`src/rtl/opsco_map.svh`:
```
// Purpose: Register offsets, field positions and reset values of the output port block
// Assumes: AXI4-Lite byte addressing, index times four
// Notes:   Definitions only
`ifndef OPSCO_MAP_SVH
`define OPSCO_MAP_SVH

// --------------------------------------------------------------------------
// Register indices and address width
// --------------------------------------------------------------------------
`define OPSCO_IDX_CLOCK_OUT_CONTROL   16'hFF06
`define OPSCO_IDX_GROUP0_FLOAT        16'hFF30
`define OPSCO_IDX_GROUP0_DATA         16'hFF31
`define OPSCO_IDX_GROUP1_FLOAT        16'hFF32
`define OPSCO_IDX_GROUP1_DATA         16'hFF33
`define OPSCO_IDX_GROUP2_FLOAT        16'hFF34
`define OPSCO_IDX_GROUP2_DATA         16'hFF35
`define OPSCO_IDX_TIMER_CONTROL       16'hFFC1
`define OPSCO_ADDR_W                  18

// --------------------------------------------------------------------------
// Field positions
// --------------------------------------------------------------------------
`define OPSCO_FREQ_SEL_LSB            0
`define OPSCO_FREQ_OUT_EN_BIT         3
`define OPSCO_TIMER_OUT_EN_BIT        2
`define OPSCO_GROUP_FLOAT_BIT         0

// --------------------------------------------------------------------------
// Reset values
// --------------------------------------------------------------------------
`define OPSCO_RST_DATA                4'hF
`define OPSCO_RST_FLOAT               4'h0
`define OPSCO_RST_CLOCK_CTRL          4'h0
`define OPSCO_RST_TIMER_CTRL          4'h0

// --------------------------------------------------------------------------
// Divider ratios of the low-speed clock
// --------------------------------------------------------------------------
`define OPSCO_DIV_SLOW                64
`define OPSCO_DIV_FAST                8

// --------------------------------------------------------------------------
// Bus responses
// --------------------------------------------------------------------------
`define OPSCO_RESP_OKAY               2'h0
`define OPSCO_RESP_SLVERR             2'h2

`endif

```
`src/rtl/opsco_pkg.sv`:
```
// Purpose: Types shared by the output port block
// Assumes: Nothing beyond the map header
// Notes:   Types only
package opsco_pkg;

   typedef enum logic [1:0] {
      OPSCO_FREQ_DIV64 = 2'b00,
      OPSCO_FREQ_DIV8  = 2'b01,
      OPSCO_FREQ_LOW   = 2'b10,
      OPSCO_FREQ_HIGH  = 2'b11
   } opsco_freq_t;

   typedef enum logic [1:0] {
      OPSCO_BUS_IDLE = 2'b00,
      OPSCO_BUS_RESP = 2'b01
   } opsco_bus_t;

endpackage

```
`src/rtl/opsco_divider.sv`:
```
// Purpose: Divides the low-speed oscillator clock by 8 and by 64
// Assumes: low_speed_osc_clock sampled as an ordinary synchronous input
// Notes:   Counts rising edges of the sampled clock level
`timescale 1ns/10ps
`include "opsco_map.svh"

module opsco_divider #(
   parameter int DIV_FAST = `OPSCO_DIV_FAST,
   parameter int DIV_SLOW = `OPSCO_DIV_SLOW
) (
   input  wire logic core_clk,
   input  wire logic rst_n,
   input  wire logic low_speed_osc_clock,
   output logic      div_fast_clk,
   output logic      div_slow_clk
);

   localparam int CW = $clog2(DIV_SLOW);

   logic          osc_prev;
   logic [CW-1:0] edge_count;
   logic          osc_rise;

   assign osc_rise = low_speed_osc_clock & ~osc_prev;

   always_ff @(posedge core_clk or negedge rst_n) begin
      if (!rst_n) begin
         osc_prev <= 1'b0;
      end else begin
         osc_prev <= low_speed_osc_clock;
      end
   end

   always_ff @(posedge core_clk or negedge rst_n) begin
      if (!rst_n) begin
         edge_count <= '0;
      end else if (osc_rise) begin
         edge_count <= edge_count + 1'b1;
      end
   end

   // Top bit of each power-of-two span gives a square wave
   always_ff @(posedge core_clk or negedge rst_n) begin
      if (!rst_n) begin
         div_fast_clk <= 1'b0;
         div_slow_clk <= 1'b0;
      end else begin
         div_fast_clk <= edge_count[$clog2(DIV_FAST)-1];
         div_slow_clk <= edge_count[CW-1];
      end
   end

endmodule

```
`src/rtl/opsco_pin.sv`:
```
// Purpose: One output pin with data, float control and optional clock gating
// Assumes: Float and enable bits come from registers
// Notes:   Clock gating is not aligned to the clock; a short pulse can appear
`timescale 1ns/10ps

module opsco_pin (
   input  wire logic data_bit,
   input  wire logic float_bit,
   input  wire logic special_en,
   input  wire logic special_clk,
   output logic      pin_out,
   output logic      pin_oe
);

   // Data low forces low even with clock selected
   assign pin_out = special_en ? (data_bit & special_clk) : data_bit;
   assign pin_oe  = ~float_bit;

endmodule

```
`src/rtl/opsco_output_port.sv`:
```
// Purpose: Twelve-bit output port with timer and oscillator clock outputs
// Assumes: AXI4-Lite slave, core_clk 50 MHz, low-speed oscillator clock sampled synchronously
// Notes:   Open-drain choice is a build parameter, per pin in group 0 and per group in groups 1 and 2
`timescale 1ns/10ps
`include "opsco_map.svh"

module opsco_output_port #(
   parameter logic [3:0] GROUP0_OPEN_DRAIN = 4'h0,
   parameter logic       GROUP1_OPEN_DRAIN = 1'b0,
   parameter logic       GROUP2_OPEN_DRAIN = 1'b0
) (
   input  wire logic                     core_clk,
   input  wire logic                     rst_n,
   input  wire logic [`OPSCO_ADDR_W-1:0] s_axi_awaddr,
   input  wire logic                     s_axi_awvalid,
   output logic                          s_axi_awready,
   input  wire logic [31:0]              s_axi_wdata,
   input  wire logic [3:0]               s_axi_wstrb,
   input  wire logic                     s_axi_wvalid,
   output logic                          s_axi_wready,
   output logic [1:0]                    s_axi_bresp,
   output logic                          s_axi_bvalid,
   input  wire logic                     s_axi_bready,
   input  wire logic [`OPSCO_ADDR_W-1:0] s_axi_araddr,
   input  wire logic                     s_axi_arvalid,
   output logic                          s_axi_arready,
   output logic [31:0]                   s_axi_rdata,
   output logic [1:0]                    s_axi_rresp,
   output logic                          s_axi_rvalid,
   input  wire logic                     s_axi_rready,
   input  wire logic                     timer_clock_out,
   input  wire logic                     low_speed_osc_clock,
   input  wire logic                     high_speed_osc_clock,
   output logic [11:0]                   port_out,
   output logic [11:0]                   port_oe
);

   // -----------------------------------------------------------------------
   // Register state
   // -----------------------------------------------------------------------
   logic [3:0]          group0_output_data;
   logic [3:0]          group1_output_data;
   logic [3:0]          group2_output_data;
   logic [3:0]          group0_float_control;
   logic                group1_float_bit;
   logic                group2_float_bit;
   logic                freq_out_enable;
   opsco_pkg::opsco_freq_t freq_select;
   logic                timer_out_enable;

   // -----------------------------------------------------------------------
   // Register select codes; zero means no register
   // -----------------------------------------------------------------------
   localparam logic [3:0] SEL_NONE       = 4'h0;
   localparam logic [3:0] SEL_CLOCK_CTRL = 4'h1;
   localparam logic [3:0] SEL_G0_FLOAT   = 4'h2;
   localparam logic [3:0] SEL_G0_DATA    = 4'h3;
   localparam logic [3:0] SEL_G1_FLOAT   = 4'h4;
   localparam logic [3:0] SEL_G1_DATA    = 4'h5;
   localparam logic [3:0] SEL_G2_FLOAT   = 4'h6;
   localparam logic [3:0] SEL_G2_DATA    = 4'h7;
   localparam logic [3:0] SEL_TIMER_CTRL = 4'h8;

   // -----------------------------------------------------------------------
   // Address decode
   // -----------------------------------------------------------------------
   function automatic logic [3:0] opsco_decode(input logic [`OPSCO_ADDR_W-1:0] addr);
      logic [15:0] idx;
      idx = addr[`OPSCO_ADDR_W-1:2];
      if (addr[1:0] != 2'h0) begin
         opsco_decode = SEL_NONE;
      end else begin
         unique case (idx)
            `OPSCO_IDX_CLOCK_OUT_CONTROL: opsco_decode = SEL_CLOCK_CTRL;
            `OPSCO_IDX_GROUP0_FLOAT:      opsco_decode = SEL_G0_FLOAT;
            `OPSCO_IDX_GROUP0_DATA:       opsco_decode = SEL_G0_DATA;
            `OPSCO_IDX_GROUP1_FLOAT:      opsco_decode = SEL_G1_FLOAT;
            `OPSCO_IDX_GROUP1_DATA:       opsco_decode = SEL_G1_DATA;
            `OPSCO_IDX_GROUP2_FLOAT:      opsco_decode = SEL_G2_FLOAT;
            `OPSCO_IDX_GROUP2_DATA:       opsco_decode = SEL_G2_DATA;
            `OPSCO_IDX_TIMER_CONTROL:     opsco_decode = SEL_TIMER_CTRL;
            default:                      opsco_decode = SEL_NONE;
         endcase
      end
   endfunction

   // -----------------------------------------------------------------------
   // Write channel
   // -----------------------------------------------------------------------
   logic                     aw_held;
   logic                     w_held;
   logic [`OPSCO_ADDR_W-1:0] aw_addr;
   logic [31:0]              w_data;
   logic                     w_lane0;
   logic                     wr_fire;
   logic [3:0]               wr_sel;
   logic [3:0]               wd;

   // Address and data come in either order; each waits here for the other
   assign s_axi_awready = ~aw_held & ~s_axi_bvalid;
   assign s_axi_wready  = ~w_held & ~s_axi_bvalid;
   assign wr_fire       = aw_held & w_held & ~s_axi_bvalid;
   assign wr_sel        = opsco_decode(aw_addr);
   assign wd            = w_data[3:0];

   always_ff @(posedge core_clk or negedge rst_n) begin
      if (!rst_n) begin
         aw_held <= 1'b0;
         aw_addr <= '0;
      end else if (s_axi_awvalid && s_axi_awready) begin
         aw_held <= 1'b1;
         aw_addr <= s_axi_awaddr;
      end else if (wr_fire) begin
         aw_held <= 1'b0;
      end
   end

   always_ff @(posedge core_clk or negedge rst_n) begin
      if (!rst_n) begin
         w_held  <= 1'b0;
         w_data  <= 32'h0000_0000;
         w_lane0 <= 1'b0;
      end else if (s_axi_wvalid && s_axi_wready) begin
         w_held  <= 1'b1;
         w_data  <= s_axi_wdata;
         w_lane0 <= s_axi_wstrb[0];
      end else if (wr_fire) begin
         w_held <= 1'b0;
      end
   end

   always_ff @(posedge core_clk or negedge rst_n) begin
      if (!rst_n) begin
         s_axi_bvalid <= 1'b0;
         s_axi_bresp  <= `OPSCO_RESP_OKAY;
      end else if (wr_fire) begin
         s_axi_bvalid <= 1'b1;
         s_axi_bresp  <= (wr_sel == SEL_NONE) ? `OPSCO_RESP_SLVERR : `OPSCO_RESP_OKAY;
      end else if (s_axi_bready) begin
         s_axi_bvalid <= 1'b0;
      end
   end

   // -----------------------------------------------------------------------
   // Register writes, effective at the next edge
   // -----------------------------------------------------------------------
   logic wr_en;
   assign wr_en = wr_fire & w_lane0;

   always_ff @(posedge core_clk or negedge rst_n) begin
      if (!rst_n) begin
         group0_output_data <= `OPSCO_RST_DATA;
      end else if (wr_en && wr_sel == SEL_G0_DATA) begin
         group0_output_data <= wd;
      end
   end

   always_ff @(posedge core_clk or negedge rst_n) begin
      if (!rst_n) begin
         group1_output_data <= `OPSCO_RST_DATA;
      end else if (wr_en && wr_sel == SEL_G1_DATA) begin
         group1_output_data <= wd;
      end
   end

   always_ff @(posedge core_clk or negedge rst_n) begin
      if (!rst_n) begin
         group2_output_data <= `OPSCO_RST_DATA;
      end else if (wr_en && wr_sel == SEL_G2_DATA) begin
         group2_output_data <= wd;
      end
   end

   // -----------------------------------------------------------------------
   // Float controls
   // -----------------------------------------------------------------------
   always_ff @(posedge core_clk or negedge rst_n) begin
      if (!rst_n) begin
         group0_float_control <= `OPSCO_RST_FLOAT;
      end else if (wr_en && wr_sel == SEL_G0_FLOAT) begin
         group0_float_control <= wd;
      end
   end

   // Shared groups keep only one bit; the rest reads back 0
   always_ff @(posedge core_clk or negedge rst_n) begin
      if (!rst_n) begin
         group1_float_bit <= 1'b0;
      end else if (wr_en && wr_sel == SEL_G1_FLOAT) begin
         group1_float_bit <= wd[`OPSCO_GROUP_FLOAT_BIT];
      end
   end

   always_ff @(posedge core_clk or negedge rst_n) begin
      if (!rst_n) begin
         group2_float_bit <= 1'b0;
      end else if (wr_en && wr_sel == SEL_G2_FLOAT) begin
         group2_float_bit <= wd[`OPSCO_GROUP_FLOAT_BIT];
      end
   end

   // -----------------------------------------------------------------------
   // Special output controls
   // -----------------------------------------------------------------------
   always_ff @(posedge core_clk or negedge rst_n) begin
      if (!rst_n) begin
         freq_out_enable <= 1'b0;
         freq_select     <= opsco_pkg::OPSCO_FREQ_DIV64;
      end else if (wr_en && wr_sel == SEL_CLOCK_CTRL) begin
         freq_out_enable <= wd[`OPSCO_FREQ_OUT_EN_BIT];
         freq_select     <= opsco_pkg::opsco_freq_t'(wd[`OPSCO_FREQ_SEL_LSB +: 2]);
      end
   end

   always_ff @(posedge core_clk or negedge rst_n) begin
      if (!rst_n) begin
         timer_out_enable <= 1'b0;
      end else if (wr_en && wr_sel == SEL_TIMER_CTRL) begin
         timer_out_enable <= wd[`OPSCO_TIMER_OUT_EN_BIT];
      end
   end

   // -----------------------------------------------------------------------
   // Read channel
   // -----------------------------------------------------------------------
   logic [3:0] rd_sel;
   logic [3:0] rd_val;

   // Answer is registered; a new address waits while one stands
   assign s_axi_arready = ~s_axi_rvalid;
   assign rd_sel        = opsco_decode(s_axi_araddr);

   always_comb begin
      unique case (rd_sel)
         SEL_CLOCK_CTRL: rd_val = {freq_out_enable, 1'b0, freq_select};
         SEL_G0_FLOAT:   rd_val = group0_float_control;
         SEL_G0_DATA:    rd_val = group0_output_data;
         SEL_G1_FLOAT:   rd_val = {3'h0, group1_float_bit};
         SEL_G1_DATA:    rd_val = group1_output_data;
         SEL_G2_FLOAT:   rd_val = {3'h0, group2_float_bit};
         SEL_G2_DATA:    rd_val = group2_output_data;
         SEL_TIMER_CTRL: rd_val = {1'b0, timer_out_enable, 2'h0};
         default:        rd_val = 4'h0;
      endcase
   end

   always_ff @(posedge core_clk or negedge rst_n) begin
      if (!rst_n) begin
         s_axi_rvalid <= 1'b0;
         s_axi_rdata  <= 32'h0000_0000;
         s_axi_rresp  <= `OPSCO_RESP_OKAY;
      end else if (s_axi_arvalid && s_axi_arready) begin
         s_axi_rvalid <= 1'b1;
         s_axi_rdata  <= {28'h0000000, rd_val};
         s_axi_rresp  <= (rd_sel == SEL_NONE) ? `OPSCO_RESP_SLVERR : `OPSCO_RESP_OKAY;
      end else if (s_axi_rready) begin
         s_axi_rvalid <= 1'b0;
      end
   end

   // -----------------------------------------------------------------------
   // Clock sources for the special outputs
   // -----------------------------------------------------------------------
   logic div8_clk;
   logic div64_clk;
   logic oscillator_clock_out;

   // Low clock is sampled, so it must stay well below core_clk
   opsco_divider u_divider (
      .core_clk            (core_clk),
      .rst_n               (rst_n),
      .low_speed_osc_clock (low_speed_osc_clock),
      .div_fast_clk        (div8_clk),
      .div_slow_clk        (div64_clk)
   );

   // High oscillator must already be running when picked
   always_comb begin
      unique case (freq_select)
         opsco_pkg::OPSCO_FREQ_HIGH:  oscillator_clock_out = high_speed_osc_clock;
         opsco_pkg::OPSCO_FREQ_LOW:   oscillator_clock_out = low_speed_osc_clock;
         opsco_pkg::OPSCO_FREQ_DIV8:  oscillator_clock_out = div8_clk;
         opsco_pkg::OPSCO_FREQ_DIV64: oscillator_clock_out = div64_clk;
      endcase
   end

   // -----------------------------------------------------------------------
   // Pins
   // -----------------------------------------------------------------------
   logic [11:0] data_all;
   logic [11:0] float_all;
   logic [11:0] special_en;
   logic [11:0] special_clk;
   logic [11:0] drive_val;
   logic [11:0] drive_en;
   logic [11:0] open_drain;

   assign data_all    = {group2_output_data, group1_output_data, group0_output_data};
   // Float wins over data and over a selected clock
   assign float_all   = {{4{group2_float_bit}}, {4{group1_float_bit}}, group0_float_control};
   assign special_en  = {8'h00, freq_out_enable, timer_out_enable, 2'h0};
   assign special_clk = {8'h00, oscillator_clock_out, timer_clock_out, 2'h0};
   assign open_drain  = {{4{GROUP2_OPEN_DRAIN}}, {4{GROUP1_OPEN_DRAIN}}, GROUP0_OPEN_DRAIN};

   genvar gi;
   generate
      for (gi = 0; gi < 12; gi++) begin : g_pin
         opsco_pin u_pin (
            .data_bit    (data_all[gi]),
            .float_bit   (float_all[gi]),
            .special_en  (special_en[gi]),
            .special_clk (special_clk[gi]),
            .pin_out     (drive_val[gi]),
            .pin_oe      (drive_en[gi])
         );
         // Open-drain only pulls low; high is left to the outside
         assign port_out[gi] = drive_val[gi];
         assign port_oe[gi]  = drive_en[gi] & ~(open_drain[gi] & drive_val[gi]);
      end
   endgenerate

endmodule

```
`config.mk`:
```
export PLATFORM = sky130hd
export DESIGN_NAME = opsco_output_port
export DESIGN_NICKNAME = d
export VERILOG_FILES = /design/src/rtl/opsco_pkg.sv /design/src/rtl/opsco_divider.sv /design/src/rtl/opsco_pin.sv /design/src/rtl/opsco_output_port.sv
export VERILOG_INCLUDE_DIRS = /design/src /design/src/rtl
export SDC_FILE = /design/constraint.sdc
export NUM_CORES = 1
export LEC_CHECK = 0
export BUFFER_PORTS_ARGS = -buffer_cell sky130_fd_sc_hd__buf_4
export CORE_MARGIN = 1.5
export CORE_UTILIZATION = 48
export CTS_CLUSTER_DIAMETER = 150
export DETAILED_ROUTE_END_ITERATION = 8
export PLACE_DENSITY = 0.78
export SLEW_MARGIN = 5
export SYNTH_ARGS = -nofsm -noshare
export SYNTH_HDL_FRONTEND = slang
export SYNTH_SLANG_ARGS = --single-unit
```
`constraint.sdc`:
```
create_clock -name core_clk -period 2.6 [get_ports core_clk]
set_input_delay 0.39 -clock core_clk [delete_from_list [all_inputs] [get_ports core_clk]]
set_output_delay 0.39 -clock core_clk [all_outputs]
set_load 0.005 [all_outputs]
```
==> results of run 1 <==
[critical path, cell delays in order, from the launching register on]
cell     delay [ns]
dfrtp_1        0.42
and3b_2        0.29
nand3_1        0.12
nor4_1         0.45
nand4_1        0.18
nor2_1         0.37
mux2_2         0.39
[worst max-delay path by stage]
stage / startpoint / to
after floorplan: s_axi_bvalid / group0_float_control[0]
after global placement: s_axi_araddr[5] / s_axi_rdata[2]
after detailed placement: s_axi_araddr[5] / s_axi_rdata[3]
after CTS: s_axi_bvalid / group0_output_data[2]
after global routing: s_axi_bvalid / group2_output_data[3]
final: s_axi_bvalid / group2_output_data[3]
[cell usage after synthesis, types with 3 or more instances]
cell	number	area, sq um
a21oi_1	3	15.0
dfrtp_1	52	1300
a221oi_1	3	26.3
nor4_1	4	25.0
a22oi_1	3	22.5
nand3_1	9	45.0
dfstp_2	12	315
nor2_1	21	78.8
inv_1	11	41.3
o21ai_0	3	15.0
nand4_1	9	56.3
buf_4	54	405
mux2_2	49	552
nand2_1	24	90.1
xnor2_1	3	26.3
nor3_1	5	25.0
and2_1	4	25.0
nand3b_1	3	22.5
xor2_1	3	26.3
[stage by stage]
step	std cells	instance area, sq um	setup WS (ns)	total power (W)	hold slack [ns]
global route	482	4110	0.0362	0.00332	0.168
finish	482	4110	0.300	0.00311	0.140
CTS	482	4110	0.282	0.00314	0.153
detailed placement	467	3900	0.254	0.00227	0.399
global placement	467	3900	0.349	0.00223	0.385
floorplan	339	3530	0.643	0.00202	0.0944
[layout by cell type, fill, tap and decap left out, drive strengths merged, types with 3 or more instances in the layout]
cell | synthesis | routed
buf | 55 | 89
dfrtp | 52 | 52
mux2 | 49 | 49
conb | 1 | 30
nand2 | 24 | 24
nor2 | 21 | 21
clkbuf | 2 | 12
dfstp | 12 | 12
inv | 11 | 11
nand3 | 9 | 9
nand4 | 9 | 9
nor3 | 5 | 5
and2 | 4 | 4
nor4 | 4 | 4
o21ai | 4 | 4
xor2 | 3 | 3
a21oi | 3 | 3
nand3b | 3 | 3
a221oi | 3 | 3
a22oi | 3 | 3
xnor2 | 3 | 3
[state kept, by name (all words and copies together) (netlist names), 4 cells and up]
register,flops
aw_addr,18
u_divider.edge_count,6
group0_float_control,4
group0_output_data,4
group1_output_data,4
group2_output_data,4
s_axi_rdata,4
w_data,4
[layer usage]
| metal | wire, um | share of wire, % | GRT usage (%) | vias to the layer above |
|---|---|---|---|---|
| li1 | - | - | - | 1162 |
| met1 | 2950 | 43 | 23.3 | 1152 |
| met2 | 3190 | 47 | 30.3 | 123 |
| met3 | 561 | 8.2 | 4.83 | 11 |
| met4 | 109 | 1.6 | 9.24 | 0 |
| met5 | 0 | 0 | 0 | - |
[power groups by stage]
stage,Combinational [W],Sequential (W),Clock [W]
floorplan,0.000563,0.00146,0
global placement,0.000714,0.00151,0
detailed placement,0.000742,0.00153,0
CTS,0.000744,0.00151,0.000887
global route,0.000826,0.00156,0.000930
finish,0.000734,0.00151,0.000871
[cell families (layout without fill, tap and decap cells)]
group	count (synthesis)	in the layout
xor gates and xnor gates	6	6
muxes	51	51
AOI/OAI and AO/OA	25	25
buffers and inverters	68	115
adders and majority gates	1	1
DFF	64	64
other	1	30
and+or+nand+nor	94	94
[final cells by class]
| cell class | instances | area (sq um) | share of cell area, % |
|---|---|---|---|
| clock buffers | 12 | 165 | 4.02 |
| clock inverters | 3 | 40.0 | 0.975 |
| inverters | 11 | 41.3 | 1.01 |
| multi-input cells | 207 | 1460 | 35.4 |
| flip-flops and latches | 64 | 1620 | 39.4 |
| well taps | 96 | 120 | 2.93 |
| repair buffers | 89 | 668 | 16.3 |
==> metrics.csv, run 1 <==
metric,value,unit
syn avg cell area,11.0,sq um
vias in the first global route,2415,
simple-gate area share of the yosys netlist,14.6,%
Die ar.,7640,sq um
critical path class,flop to flop,
clk_lat worst skew,0.34,ns
fraction of synthesized cell area in xor and xnor cells,1.54,%
clk sinks,64,
setup repair bufs after CTS,0,
cell count after synthesis,310,
Final setup viols,0,
hpwl dp,5250,um
type of origin of the critical path,flop,
mux contribution to synthesized area,17.1,%
"CTS clk-pin slew, worst paths",0.07,ns
routed vias,2448,
n_diodes,0,
Max Cap Violations,0,
Core Area,6830,sq um
Final Critical Period,2.30,ns
Adder-Cell Fraction of Synth Area,0.366,%
1st-pass router iterations,4,
post-route setup TNS,0,ns
relative slew slack,47.5,%
initial antenna violation count,0,
post-cts resize count,0,
Die Span Y,87.4,um
Async SR Flop Fraction,100,%
Reg power frac,48.4,%
hold buffers post-CTS,0,
largest net degree at the start of global routing,65,
r2r startpoint,s_axi_bvalid,
register area share after synthesis,47.2,%
highest clock rate,435,MHz
Clk pwr share,28.0,%
max-slew violations,0,
leakage power,1.89,nW
CTS max path bufs,2,
Final Core Density,60.1,%
cts bufs inserted,9,
Hold Path Class,primary input to asynchronous set/reset pin,
CP Capture Type,flop,
Least-Margin Pin Slew,0.787,ns
Pint,0.00220,W
Row Count,30,
htree depth,3,
Via-to-Cell Ratio,5.08,
count of cell types in the netlist,48,
synthesis warning total,0,
CTS tree,built,
Die X,87.4,um
layout cells sized above 1,44.8,%
DRC Markers,0,
Yosys reg bits,64,
Synth Area in Compound Gates,5.63,%
WP data required,2.86,ns
register-to-register setup slack,0.30,ns
PwrDens,758,nW/um^2
clock skew,0.00661,ns
Worst Reg-to-Reg Cells,6,
Post-Syn Area,3420,sq um
first-pass GRT wire length,10800,um
drt total wl,6810,um
Post-synth EDFFs,0,
crit path DAT,2.56,ns
Final Hold Viols,0,
"Net count, final",465,
initial core utilization,50.1,%
largest family of logic cells by synthesized area,multiplexers,
io pins,147,
fillers,612,
Worst VDD drop,0.000571,V
input/output buffers,85,
Placer Congestion,0.925,
total congestion overflow,0,
RSZ-0062 raised after global routing,no,
prevailing post-synth register cell,dfrtp_1,
wire per inst,14.1,um
Final Cycle Share,88.5,%
number of DRC markers in iteration 0,142,
combinational power share,23.6,%
P&R area growth vs syn,20.0,%
CP max FO,5,
status,"finished, final reports clean",
clock root buffer,clkbuf_8,
switching power,0.000913,W
DRT antenna net count,0,
RR Endpoint,group2_output_data[3],
total track usage,18.7,%
Sw Share,29.3,%
(Power assumes the default switching activity.)
==> inputs of run 2 (changes only) <==
CORE_UTILIZATION = 43   (was 48)
PLACE_DENSITY = 0.73   (was 0.78)
clock period = 2.1 ns   (was 2.6 ns; I/O delays follow)
==> run 2 against run 1 <==
Against the previous run:
- sequential share of layout area fell by 0.57 points
- worst hold slack lost 0.080 ns
- first-iteration DRC count decreased by 38%
- combinational power grew 32%
- sequential power up 23%
- clock-buffer cell count grew 1
- non-clock buffer count increased by 8
- via count up 1.6%
==> metrics.csv, run 2 (synthesized netlist as in run 1, its figures left out) <==
metric,value,unit,change
Sw Share,29.4,%,+0.11 points
"CTS clk-pin slew, worst paths",0.06,ns,about the same
max-slew violations,0,,unchanged
highest clock rate,509,MHz,+17%
"commonest non-fill, non-tap cell in the layout",buf_4,,
hold buffers post-CTS,0,,unchanged
"Net count, final",473,,+1.7%
wire per inst,13.4,um,-5.1%
critical-path cell list,"and3b_2, nand3_1, nor4_1, buf_4, nand3b_1, nor2_2, mux2_2",,
first-pass GRT wire length,10900,um,+0.51%
Via-to-Cell Ratio,5.00,,-1.5%
hpwl dp,5180,um,-1.4%
Final Cycle Share,93.5,%,+5.1 points
clock root buffer,clkbuf_8,,
total congestion overflow,0,,unchanged
io pins,147,,unchanged
status,"finished, final reports clean",,
max FFs per register,18,,unchanged
n_diodes,0,,unchanged
Row Count,32,,+6.7%
Max Cap Violations,0,,unchanged
slowest CP cell,dfrtp_1,,
Reg with most FFs,aw_addr,,
htree depth,3,,unchanged
input/output buffers,85,,unchanged
CP Capture Type,flop,,
Die Span Y,92.2,um,+5.5%
1st-pass router iterations,4,,unchanged
top flop regs,"aw_addr: 18 flops, u_divider.edge_count: 6 flops",,
post-route setup TNS,0,ns,unchanged
vias in the first global route,2323,,-3.8%
Pint,0.00270,W,+23%
most frequent cells in the layout,"97 x buf_4, 52 x dfrtp_1, 49 x mux2_2",,
PwrDens,919,nW/um^2,+21%
number of DRC markers in iteration 0,88,,-38%
Die X,92.2,um,+5.5%
cts bufs inserted,9,,unchanged
CTS tree,built,,
type of origin of the critical path,flop,,
critical path class,flop to flop,,
Worst VDD drop,0.000640,V,+12%
CTS max path bufs,2,,unchanged
initial core utilization,44.3,%,-5.8 points
routed vias,2486,,+1.6%
largest net degree at the start of global routing,65,,unchanged
crit path DAT,2.18,ns,-0.38 ns
layout cells sized above 1,45.8,%,+1.0 points
DRT antenna net count,0,,unchanged
Clk pwr share,26.4,%,-1.6 points
Placer Congestion,0.853,,-7.8%
Final Critical Period,1.96,ns,-0.336 ns
Core Area,7730,sq um,+13%
drt total wl,6660,um,-2.1%
Final Hold Viols,0,,unchanged
total track usage,16.5,%,-2.2 points
WP data required,2.31,ns,-0.55 ns
Reg power frac,48.3,%,about the same
switching power,0.00113,W,+23%
CP max FO,4,,-1
fillers,698,,+14%
clock skew,0.00876,ns,+0.00215 ns
relative slew slack,48.4,%,+0.90 points
P&R area growth vs syn,21.8,%,
Final Core Density,53.9,%,-6.2 points
combinational power share,25.3,%,+1.7 points
RSZ-0062 raised after global routing,no,,
leakage power,1.91,nW,+1.5%
clk_lat worst skew,0.33,ns,about the same
Final setup viols,0,,unchanged
DRC Markers,0,,unchanged
clk sinks,64,,unchanged
hold_ws,0.0600,ns,-0.0797 ns
Hold Path Class,primary input to asynchronous set/reset pin,,
Least-Margin Pin Slew,0.773,ns,-0.0135 ns
initial antenna violation count,0,,unchanged
Die ar.,8500,sq um,+11%
Max stage delay on crit path,0.37,ns,-0.08 ns
## run 2: changes by cell type in the layout (fill, tap and decap cells not counted), sizes merged
cell | previous run | this run
buf | 89 | 97
clkinv | 2 | 1
clkinvlp | 0 | 1
clkbuf | 12 | 13
## run 2: worst paths after layout
path	depth (start not counted)	from	to	slack [ns]
min reg2reg	0	u_divider.edge_count[5]	u_divider.div_slow_clk	0.40
min	1	rst_n	u_divider.osc_prev	0.06
max	7	s_axi_bvalid	group0_float_control[0]	0.14
max reg2reg	7	s_axi_bvalid	group0_float_control[0]	0.14
max in group asynchronous	1	rst_n	group1_float_bit	1.53
min in group core_clk	1	low_speed_osc_clock	u_divider.osc_prev	0.11
## run 2: final cells by class
class | instances | area [sq um] | area share, %
Sequential cell | 64 | 1620 | 38.8
Multi-Input combinational cell | 207 | 1460 | 35.1
Timing Repair Buffer | 97 | 728 | 17.5
Clock buffer | 13 | 149 | 3.57
Tap cell | 102 | 128 | 3.06
Clock inverter | 3 | 42.5 | 1.02
Inverter | 11 | 41.3 | 0.991
## run 2: worst max-delay path, delay by kind of cell (launching register included)
| kind | cells | cell delay, ns |
|---|---|---|
| flops | 1 | 0.37 |
| buf+inv | 1 | 0.17 |
| simple gates | 5 | 0.94 |
| mux | 1 | 0.36 |
## run 2: timing repair
item / CTS / global route
buffers inserted: 0 / 0
setup endpoints to repair: 0 / 12
resized for setup: 0 / 2
## run 2: power by group through the flow
stage	registers, W	logic (W)	clock network (W)
final	0.00185	0.000968	0.00101
after floorplan	0.00180	0.000697	0
after global placement	0.00186	0.000938	0
after CTS	0.00185	0.000976	0.00104
after detailed placement	0.00188	0.000974	0
after global routing	0.00191	0.00108	0.00110
## run 2: metal layers
layer,vias to the layer above,global-route usage [%],share of wire [%]
met2,121,25.9,47
met4,0,8.72,2.3
met3,15,4.31,8.0
li1,1175,-,-
met5,-,0,0
met1,1175,20.9,43
## run 2: per-stage QoR
step | cell area [sq um] | total power (W) | setup WS [ns] | instances
after floorplan | 3530 | 0.00250 | 0.143 | 339
after global placement | 3970 | 0.00280 | 0.0770 | 481
after detailed placement | 3970 | 0.00285 | 0.0553 | 481
after CTS | 4160 | 0.00387 | 0.0420 | 497
after global routing | 4170 | 0.00408 | 0.000697 | 497
final | 4170 | 0.00383 | 0.136 | 497
